--- config.mk ---
export PLATFORM = sky130hd
export DESIGN_NAME = fps_supervisor
export DESIGN_NICKNAME = d
export VERILOG_FILES = /design/src/hw/fps_supervisor.v
export VERILOG_INCLUDE_DIRS = /design/src /design/src/hw
export SDC_FILE = /design/constraint.sdc
export NUM_CORES = 1
export LEC_CHECK = 0
export CORE_MARGIN = 1
export CORE_UTILIZATION = 30
export CTS_CLUSTER_DIAMETER = 80
export DETAILED_ROUTE_END_ITERATION = 8
export DONT_BUFFER_PORTS = 1
export MAX_ROUTING_LAYER = met4
export PLACE_DENSITY = 0.42
export SKIP_LAST_GASP = 1
export SLEW_MARGIN = 20
export SYNTH_ARGS = -nofsm -noshare
export SYNTH_HDL_FRONTEND = slang
export SYNTH_SLANG_ARGS = --single-unit
--- constraint.sdc ---
create_clock -name clk -period 2.8 [get_ports clk]
set_clock_uncertainty 0.05 [all_clocks]
set_input_delay 0.14 -clock clk [delete_from_list [all_inputs] [get_ports clk]]
set_output_delay 0.14 -clock clk [all_outputs]
set_load 0.03 [all_outputs]
--- src/hw/fps_defs.vh ---
// Offsets, field positions, reset values and encodings of the protection supervisor.
`ifndef FPS_DEFS_VH
`define FPS_DEFS_VH
`define FPS_ADDR_W 5
`define FPS_OFF_CTRL 5'h00
`define FPS_OFF_STATUS 5'h04
`define FPS_OFF_IRQ_STAT 5'h08
`define FPS_OFF_IRQ_MASK 5'h0C
`define FPS_OFF_RST_DLY 5'h10
`define FPS_CTRL_EN_BIT 0
`define FPS_CTRL_RST 32'h0000_0001
`define FPS_MASK_RST 8'h00
`define FPS_DLY_W 24
`define FPS_DLY_RST 24'h00_9C40
`define FPS_EV_W 8
`define FPS_EV_LINE_OV 0
`define FPS_EV_BROWN 1
`define FPS_EV_OT_INT 2
`define FPS_EV_OPP 3
`define FPS_EV_OV_EXT 4
`define FPS_EV_OT_EXT 5
`define FPS_EV_LOCK 6
`define FPS_EV_PEAK 7
`define FPS_STATUS_IN_LSB 8
`define FPS_N_IN 12
`define FPS_RESP_OKAY 2'b00
`define FPS_RESP_SLVERR 2'b10
`endif

--- src/hw/fps_supervisor.v ---
// Protection supervisor of a fixed-frequency flyback controller with AXI4-Lite registers.
//
// Register access over AXI4-Lite and the address map are this design's own decisions.
`include "fps_defs.vh"
`timescale 1ns/100ps
`default_nettype none

module fps_supervisor #(
    parameter LATCH_OPP = 0
) (
    // Clock and supply reset.
    input wire clk,
    input wire reset_n,
    // Comparator results from the sensing network.
    input wire line_over,
    input wire line_low,
    input wire line_start,
    input wire die_hot,
    input wire guard_high,
    input wire guard_low,
    input wire opp_level,
    input wire peak_level,
    input wire timer_trip,
    input wire supply_start,
    input wire supply_lockout,
    input wire supply_reset,
    // Power stage controls and the interrupt line.
    output reg gate_en_q,
    output reg cycle_cut_q,
    output reg timer_charge_q,
    output reg timer_discharge_q,
    output reg power_down_q,
    output reg clamp_latch_q,
    output reg clamp_lockout_q,
    output reg irq_q,
    // AXI4-Lite write address.
    input wire s_awvalid,
    output reg s_awready,
    input wire [31:0] s_awaddr,
    // AXI4-Lite write data.
    input wire s_wvalid,
    output reg s_wready,
    input wire [31:0] s_wdata,
    input wire [3:0] s_wstrb,
    // AXI4-Lite write response.
    output reg s_bvalid,
    input wire s_bready,
    output reg [1:0] s_bresp,
    // AXI4-Lite read address.
    input wire s_arvalid,
    output reg s_arready,
    input wire [31:0] s_araddr,
    // AXI4-Lite read data.
    output reg s_rvalid,
    input wire s_rready,
    output reg [31:0] s_rdata,
    output reg [1:0] s_rresp
);

    localparam [3:0] ST_OFF = 4'h1;
    localparam [3:0] ST_RUN = 4'h2;
    localparam [3:0] ST_RST = 4'h4;
    localparam [3:0] ST_LAT = 4'h8;

    wire [`FPS_N_IN-1:0] raw_in;
    reg [`FPS_N_IN-1:0] sync1_q;
    reg [`FPS_N_IN-1:0] sync2_q;
    wire l_over, l_low, l_start, d_hot, g_high, g_low;
    wire o_lvl, p_lvl, t_trip, s_start, s_lock, s_reset;
    reg [3:0] state_q;
    reg [3:0] state_d;
    reg [`FPS_DLY_W-1:0] dly_cnt_q;
    reg [`FPS_DLY_W-1:0] dly_cnt_d;
    reg [`FPS_EV_W-1:0] ev;
    reg peak_q;
    reg [31:0] ctrl_q;
    reg [`FPS_EV_W-1:0] mask_q;
    reg [`FPS_EV_W-1:0] stat_q;
    reg [`FPS_DLY_W-1:0] dly_q;
    reg aw_got_q;
    reg w_got_q;
    reg [`FPS_ADDR_W-1:0] waddr_q;
    reg [31:0] wdata_q;
    reg [3:0] wstrb_q;
    wire [31:0] wmask;
    wire do_wr;
    wire wr_ctrl, wr_stat, wr_mask, wr_dly;
    wire [`FPS_ADDR_W-1:0] raddr;
    wire latch_fault;
    wire restart_fault;
    wire opp_trip;
    wire start_ok;
    wire run_d;
    wire off_d;
    wire lat_d;
    wire wr_hit;

    assign raw_in = {supply_reset, supply_lockout, supply_start, timer_trip,
                     peak_level, opp_level, guard_low, guard_high,
                     die_hot, line_start, line_low, line_over};

    // Every comparator output is asynchronous to clk.
    // Two flops cost two cycles of reaction but keep metastability out of the state machine.
    genvar gi;
    generate
        for (gi = 0; gi < `FPS_N_IN; gi = gi + 1) begin : g_sync
            always @(posedge clk or negedge reset_n) begin
                if (!reset_n) begin
                    sync1_q[gi] <= 1'b0;
                    sync2_q[gi] <= 1'b0;
                end else begin
                    sync1_q[gi] <= raw_in[gi];
                    sync2_q[gi] <= sync1_q[gi];
                end
            end
        end
    endgenerate

    assign l_over = sync2_q[0];
    assign l_low = sync2_q[1];
    assign l_start = sync2_q[2];
    assign d_hot = sync2_q[3];
    assign g_high = sync2_q[4];
    assign g_low = sync2_q[5];
    assign o_lvl = sync2_q[6];
    assign p_lvl = sync2_q[7];
    assign t_trip = sync2_q[8];
    assign s_start = sync2_q[9];
    assign s_lock = sync2_q[10];
    assign s_reset = sync2_q[11];

    // The timer node is only trusted while this block is charging it.
    assign opp_trip = timer_charge_q & t_trip;
    // A latching variant turns the overpower trip into a latch.
    assign latch_fault = d_hot | g_high | g_low | (opp_trip & (LATCH_OPP != 0));
    assign restart_fault = l_over | l_low | (opp_trip & (LATCH_OPP == 0));
    // Starting also needs the line above its start level.
    // A supply still in lockout or below its reset level must not start either.
    assign start_ok = s_start & l_start & ~l_over & ~l_low & ~d_hot & ~g_high & ~g_low
                      & ~s_lock & ~s_reset & ctrl_q[`FPS_CTRL_EN_BIT];

    // Output flops follow the next state so they change on the same edge as the state.
    assign run_d = (state_d == ST_RUN);
    assign off_d = (state_d == ST_OFF);
    assign lat_d = (state_d == ST_LAT);

    always @* begin
        state_d = state_q;
        dly_cnt_d = dly_cnt_q;
        ev = {`FPS_EV_W{1'b0}};
        case (state_q)
            ST_OFF: begin
                // Lockout and idle both wait here for the supply start level.
                if (start_ok) begin
                    state_d = ST_RUN;
                end
            end
            ST_RUN: begin
                // Only the rising edge of the limit counts, so a long limit sets the flag once.
                ev[`FPS_EV_PEAK] = p_lvl & ~peak_q;
                if (latch_fault) begin
                    state_d = ST_LAT;
                    ev[`FPS_EV_OT_INT] = d_hot;
                    ev[`FPS_EV_OV_EXT] = g_high;
                    ev[`FPS_EV_OT_EXT] = g_low;
                    ev[`FPS_EV_OPP] = opp_trip;
                end else if (s_lock) begin
                    // No restart delay and no timer charge on this path.
                    state_d = ST_OFF;
                    ev[`FPS_EV_LOCK] = 1'b1;
                end else if (restart_fault) begin
                    state_d = ST_RST;
                    // The delay is loaded on entry, so a new value applies from the next restart.
                    dly_cnt_d = dly_q;
                    ev[`FPS_EV_LINE_OV] = l_over;
                    ev[`FPS_EV_BROWN] = l_low;
                    ev[`FPS_EV_OPP] = opp_trip;
                end
                // Peak limiting alone never leaves this state.
            end
            ST_RST: begin
                if (d_hot | g_high | g_low) begin
                    state_d = ST_LAT;
                    ev[`FPS_EV_OT_INT] = d_hot;
                    ev[`FPS_EV_OV_EXT] = g_high;
                    ev[`FPS_EV_OT_EXT] = g_low;
                end else if (dly_cnt_q == {`FPS_DLY_W{1'b0}}) begin
                    state_d = ST_OFF;
                end else begin
                    dly_cnt_d = dly_cnt_q - 1'b1;
                end
            end
            ST_LAT: begin
                // Only a supply collapse below the reset level frees the latch.
                if (s_reset) begin
                    state_d = ST_OFF;
                end
            end
            default: begin
                state_d = ST_OFF;
            end
        endcase
    end

    always @(posedge clk or negedge reset_n) begin
        if (!reset_n) begin
            state_q <= ST_OFF;
            dly_cnt_q <= {`FPS_DLY_W{1'b0}};
            peak_q <= 1'b0;
            gate_en_q <= 1'b0;
            cycle_cut_q <= 1'b0;
            timer_charge_q <= 1'b0;
            timer_discharge_q <= 1'b1;
            power_down_q <= 1'b1;
            clamp_latch_q <= 1'b0;
            clamp_lockout_q <= 1'b0;
        end else begin
            state_q <= state_d;
            dly_cnt_q <= dly_cnt_d;
            peak_q <= p_lvl;
            gate_en_q <= run_d;
            cycle_cut_q <= run_d & p_lvl;
            timer_charge_q <= run_d & o_lvl;
            // Discharge is the exact inverse of charge, so the node is never pushed both ways.
            // Discharge whenever the charge stops, also after a lockout.
            timer_discharge_q <= ~(run_d & o_lvl);
            power_down_q <= off_d | lat_d;
            clamp_latch_q <= lat_d;
            clamp_lockout_q <= off_d;
        end
    end

    // Write channel: address and data may arrive in either order.
    // Readies stay low while a response waits, so a second write cannot overtake it.
    assign do_wr = aw_got_q & w_got_q & ~s_bvalid;
    assign wmask = {{8{wstrb_q[3]}}, {8{wstrb_q[2]}}, {8{wstrb_q[1]}}, {8{wstrb_q[0]}}};
    assign wr_ctrl = do_wr & (waddr_q == `FPS_OFF_CTRL);
    assign wr_stat = do_wr & (waddr_q == `FPS_OFF_IRQ_STAT);
    assign wr_mask = do_wr & (waddr_q == `FPS_OFF_IRQ_MASK);
    assign wr_dly = do_wr & (waddr_q == `FPS_OFF_RST_DLY);
    assign wr_hit = wr_ctrl | wr_stat | wr_mask | wr_dly
                    | (do_wr & (waddr_q == `FPS_OFF_STATUS));

    always @(posedge clk or negedge reset_n) begin
        if (!reset_n) begin
            aw_got_q <= 1'b0;
            w_got_q <= 1'b0;
            s_awready <= 1'b0;
            s_wready <= 1'b0;
            s_bvalid <= 1'b0;
            s_bresp <= `FPS_RESP_OKAY;
            waddr_q <= {`FPS_ADDR_W{1'b0}};
            wdata_q <= 32'h0000_0000;
            wstrb_q <= 4'h0;
        end else begin
            if (s_awvalid & s_awready) begin
                aw_got_q <= 1'b1;
                waddr_q <= s_awaddr[`FPS_ADDR_W-1:0];
            end
            if (s_wvalid & s_wready) begin
                w_got_q <= 1'b1;
                wdata_q <= s_wdata;
                wstrb_q <= s_wstrb;
            end
            s_awready <= ~aw_got_q & ~(s_awvalid & s_awready) & ~s_bvalid;
            s_wready <= ~w_got_q & ~(s_wvalid & s_wready) & ~s_bvalid;
            if (do_wr) begin
                aw_got_q <= 1'b0;
                w_got_q <= 1'b0;
                s_bvalid <= 1'b1;
                s_bresp <= wr_hit ? `FPS_RESP_OKAY : `FPS_RESP_SLVERR;
            end else if (s_bvalid & s_bready) begin
                s_bvalid <= 1'b0;
            end
        end
    end

    // Registers, sticky flags and the interrupt line.
    always @(posedge clk or negedge reset_n) begin
        if (!reset_n) begin
            ctrl_q <= `FPS_CTRL_RST;
            mask_q <= `FPS_MASK_RST;
            stat_q <= {`FPS_EV_W{1'b0}};
            dly_q <= `FPS_DLY_RST;
            irq_q <= 1'b0;
        end else begin
            if (wr_ctrl) begin
                ctrl_q <= (ctrl_q & ~wmask) | (wdata_q & wmask);
            end
            if (wr_mask) begin
                mask_q <= (mask_q & ~wmask[`FPS_EV_W-1:0])
                          | (wdata_q[`FPS_EV_W-1:0] & wmask[`FPS_EV_W-1:0]);
            end
            if (wr_dly) begin
                dly_q <= (dly_q & ~wmask[`FPS_DLY_W-1:0])
                         | (wdata_q[`FPS_DLY_W-1:0] & wmask[`FPS_DLY_W-1:0]);
            end
            // A new event in the clearing cycle survives the clear.
            if (wr_stat) begin
                stat_q <= (stat_q & ~(wdata_q[`FPS_EV_W-1:0] & wmask[`FPS_EV_W-1:0])) | ev;
            end else begin
                stat_q <= stat_q | ev;
            end
            // The line follows the flags one cycle late and stays high until they are cleared or masked.
            irq_q <= |(stat_q & mask_q);
        end
    end

    // Read channel: one outstanding read, data held until taken.
    // Address bits above the decoded window are ignored, so the map repeats every 32 bytes.
    assign raddr = s_araddr[`FPS_ADDR_W-1:0];

    always @(posedge clk or negedge reset_n) begin
        if (!reset_n) begin
            s_arready <= 1'b0;
            s_rvalid <= 1'b0;
            s_rdata <= 32'h0000_0000;
            s_rresp <= `FPS_RESP_OKAY;
        end else begin
            if (s_rvalid) begin
                if (s_rready) begin
                    s_rvalid <= 1'b0;
                    s_arready <= 1'b1;
                end
            end else if (s_arready & s_arvalid) begin
                s_rvalid <= 1'b1;
                s_arready <= 1'b0;
                s_rresp <= `FPS_RESP_OKAY;
                case (raddr)
                    `FPS_OFF_CTRL: begin
                        s_rdata <= ctrl_q;
                    end
                    `FPS_OFF_STATUS: begin
                        s_rdata <= {12'h000, sync2_q, 4'h0, state_q};
                    end
                    `FPS_OFF_IRQ_STAT: begin
                        s_rdata <= {24'h00_0000, stat_q};
                    end
                    `FPS_OFF_IRQ_MASK: begin
                        s_rdata <= {24'h00_0000, mask_q};
                    end
                    `FPS_OFF_RST_DLY: begin
                        s_rdata <= {8'h00, dly_q};
                    end
                    default: begin
                        s_rdata <= 32'h0000_0000;
                        s_rresp <= `FPS_RESP_SLVERR;
                    end
                endcase
            end else begin
                s_arready <= 1'b1;
            end
        end
    end

endmodule // fps_supervisor

`default_nettype wire

==> reports/summary.md <==
## Synthesis
* mean area per synthesized cell: 12.2 µm²
* number of synthesized flops with an enable pin: 0
* Netlist Area Pre-Place: 9160 µm²
* proportion of synthesized flip-flops having asynchronous set or reset: 100%
* cell types occupying the most area after synthesis: sky130_fd_sc_hd__dfrtp_1 (56%), sky130_fd_sc_hd__mux2_2 (13%), sky130_fd_sc_hd__nand2_1 (3.0%), sky130_fd_sc_hd__dfstp_2 (2.6%), sky130_fd_sc_hd__mux2i_1 (1.9%)
* most instantiated flip-flop cell in the synthesis netlist: sky130_fd_sc_hd__dfrtp_1
* sequential element share of the synthesized area: 58.9%
* fraction of post-synthesis cell area in the top cell type by area: 56.3%
* synthesized flop and latch total: 215
* largest area contributor in the netlist: sky130_fd_sc_hd__dfrtp_1
* number of warnings issued by yosys: 0
* Distinct cells, synth: 63
* Mapped Cells: 751

## Placement
* HPWL after detailed placement: 17300 µm
* buffers added on ports: 0
* final weighted congestion in routability-driven placement: 0.803
* post-place instance area: 9690 µm²

## Clock tree
* count of instances resized after the clock tree is built: 0
* number of buffers created by CTS: 26
* H-Tree Level Count: 1
* CTS root buf: sky130_fd_sc_hd__clkbuf_16
* # hold bufs at CTS: 69
* clock transition at the registers of the reported paths: 0.06 ns
* Skew-Pair Late Insertion Delay: 0.54 ns
* Clock Sinks: 215
* count of buffers added by post-CTS timing repair for setup: 0
* CTS tree: yes
* CTS Buffer Depth: 3

## Routing
* DR vias/cell: 5.12
* average wire length per cell after detail routing: 20.3 µm
* detailed-route via count: 6393
* initial DRC count: 382
* DRC Markers: 0
* total wire length: 25300 µm
* router iterations before antenna repair: 5
* remaining antenna violation count after routing: 0

## Worst setup path
* required time of the worst setup path: 3.17 ns
* data arrival time of the critical path: 2.97 ns
* critical path fanouts, max: 12
* worst path bufs/invs: 3
* Register-to-Register Setup Slack: 0.21 ns
* endpoint type of the worst setup path: flip-flop
* Top cell by count, worst path: sky130_fd_sc_hd__buf_4
* family with the most delay on the worst path: simple AND/OR/NAND/NOR gates
* Max stage delay on crit path: 0.46 ns
* critical-path cell list: inv_1 > ha_1 > or3b_1 > nand2b_1 > buf_4 > o311ai_4 > buf_4 > a21oi_1 > a22o_1
* Critical Path Start Type: flip-flop
* worst-path cell with the longest stage delay: sky130_fd_sc_hd__or3b_1
* critical path class: reg -> reg

## Global routing
* met1 track demand over resource in global routing: 22.6%
* met3 demand-to-capacity share in global routing: 2.99%
* GR peak layer: met2
* total routing usage reported by global routing: 17.1%
* met2 track utilization from global routing: 26.9%
* antenna violations before repair: 0
* wire length of the first global-routing pass: 39900 µm
* number of global-route vias before repair: 6728
* GR Overflow Total: 0
* maximum number of pins on one net before global-route repair: 216

## Power and ir drop
* leak pwr: 5.04 nW
* worst vdd rail ir drop: 0.545 mV
* PwrDens: 848 nW/µm²

## Outcome
* status: complete, but fails checks
* violations in the final reports: negative hold slack

## Timing
* final critical path time including I/O delays and setup: 2.59 ns
* maximum clock frequency: 385 MHz
* final-report hold violation count: 215
* fin crit share: 92.7%
* minimum hold slack: -0.730 ns
* Setup TNS: 0 ns
* Slew Limit Headroom: 55.8%
* slew at the pin closest to its max-slew limit: 0.663 ns
* setup repair after global routing missed its margin: no
* final setup fails: 0
* number of max-slew violations in the final report: 0

## Floorplan
* floorplan die width: 177 µm
* die area: 31200 µm²
* die height: 177 µm
* Std-Cell Rows: 63
* core outline area: 29800 µm²
* I/O pin total: 168
* initial core utilization: 30.7%

## Finish
* cell area after layout: 11300 µm²
* multi-input combinational cell area: 3570 µm²
* number of nets in the final layout: 959
* post-synthesis to final-layout area growth: 23.2%
* footprint of the flip-flops and latches: 5390 µm²
* fill cell instance count of the final layout: 2931
* antenna cells: 0
* proportion of layout cells with a drive suffix above 1: 23.1%

## Worst hold path
* worst min path class: in -> async

## Job
* max-cap violations: 0

## metrics by stage
step	utilization, %	worst slack [ns]	cells	hold slack (ns)	power (mW)
2_1_floorplan	-	0.473	752	-0.206	5.50
3_3_place_gp	32.5	0.281	1132	-0.181	6.01
3_5_place_dp	32.5	0.244	1132	-0.180	6.08
4_1_cts	37.9	0.214	1249	-0.753	9.70
5_1_grt	37.9	0.0631	1249	-0.748	10.1
6_report	37.9	0.206	1249	-0.730	9.57
## placed cells by master, fill, tap and decap left out, types with 11 or more instances in the layout
master	synthesis	routed
sky130_fd_sc_hd__a21oi_1	31	31
sky130_fd_sc_hd__nand2_1	74	73
sky130_fd_sc_hd__dfrtp_1	206	206
sky130_fd_sc_hd__nand3_1	16	16
sky130_fd_sc_hd__mux2i_1	17	17
sky130_fd_sc_hd__a22o_1	13	13
sky130_fd_sc_hd__dlygate4sd3_1	0	68
sky130_fd_sc_hd__nor2_1	45	45
sky130_fd_sc_hd__clkbuf_16	0	26
sky130_fd_sc_hd__nor3_1	16	16
sky130_fd_sc_hd__buf_4	5	25
sky130_fd_sc_hd__o21ai_0	26	26
sky130_fd_sc_hd__a22oi_1	11	11
sky130_fd_sc_hd__mux2_2	105	105
sky130_fd_sc_hd__o22ai_1	14	14
## logic make-up after synthesis
kind of cell | synth area share [%]
other | 0.0410
muxes | 15.8
DFF | 58.9
AOI/OAI and AO/OA | 11.3
adders and majority gates | 0.137
and+or+nand+nor | 11.7
buffers and inverters | 2.23
## report_power, final
part	leakage, nW	internal [mW]	switching [mW]
registers	2.78	3.86	0.825
clock network	0.435	2.10	1.33
logic	1.83	0.869	0.584
total	5.04	6.83	2.74
## worst reg2reg max path, stage by stage (launching register included)
cell	delay, ns
sky130_fd_sc_hd__dfrtp_1	0.42
sky130_fd_sc_hd__inv_1	0.09
sky130_fd_sc_hd__ha_1	0.19
sky130_fd_sc_hd__or3b_1	0.46
sky130_fd_sc_hd__nand2b_1	0.22
sky130_fd_sc_hd__buf_4	0.22
sky130_fd_sc_hd__o311ai_4	0.27
sky130_fd_sc_hd__buf_4	0.23
sky130_fd_sc_hd__a21oi_1	0.09
sky130_fd_sc_hd__a22o_1	0.25
## final timing paths
check | startpoint | to | cells past startpoint
max in group asynchronous | reset_n | timer_discharge_q | 0
worst min register to register | sync1_q[5] | g_low | 0
worst min-delay path | reset_n | asynchronous set/reset pin | 0
worst max-delay path | dly_cnt_q[0] | dly_cnt_q[19] | 9
min in group clk | s_araddr[4] | s_rdata[17] | 4
worst max register to register | dly_cnt_q[0] | dly_cnt_q[19] | 9
## area by class of cell
cell class                 instances  share of cell area, %
multi-input combinational        493                   31.7
clock buffer                      37                   6.49
sequential                       215                   47.8
inverter                           8                  0.266
clock inverter                    11                   1.40
tap                              390                   4.33
timing repair buffer              95                   8.05
## synth_stat cells, drive strengths merged, types with 2 or more instances
library cell / number
a22o: 13
clkbuf: 23
dfrtp: 206
nor4b: 4
or2: 3
nor3: 16
a222oi: 8
and3: 3
o31ai: 3
a31oi: 8
or3: 5
nor4: 13
dfstp: 9
or4: 4
a2bb2oi: 2
a22oi: 11
o21ai: 36
mux2: 113
a21o: 2
o2bb2ai: 9
nand2: 74
inv: 8
buf: 13
o22ai: 14
a21oi: 31
nand3: 16
nand3b: 4
nand2b: 6
o22a: 6
nand4: 2
nor2: 46
and2: 6
mux2i: 17
## metal layers
layer  wire (µm)  vias up
li1            -     2932
met1       11400     3229
met2       12100      193
met3        1230       39
met4         557        0
met5           0        -
Power figures use the tool's default switching activity.
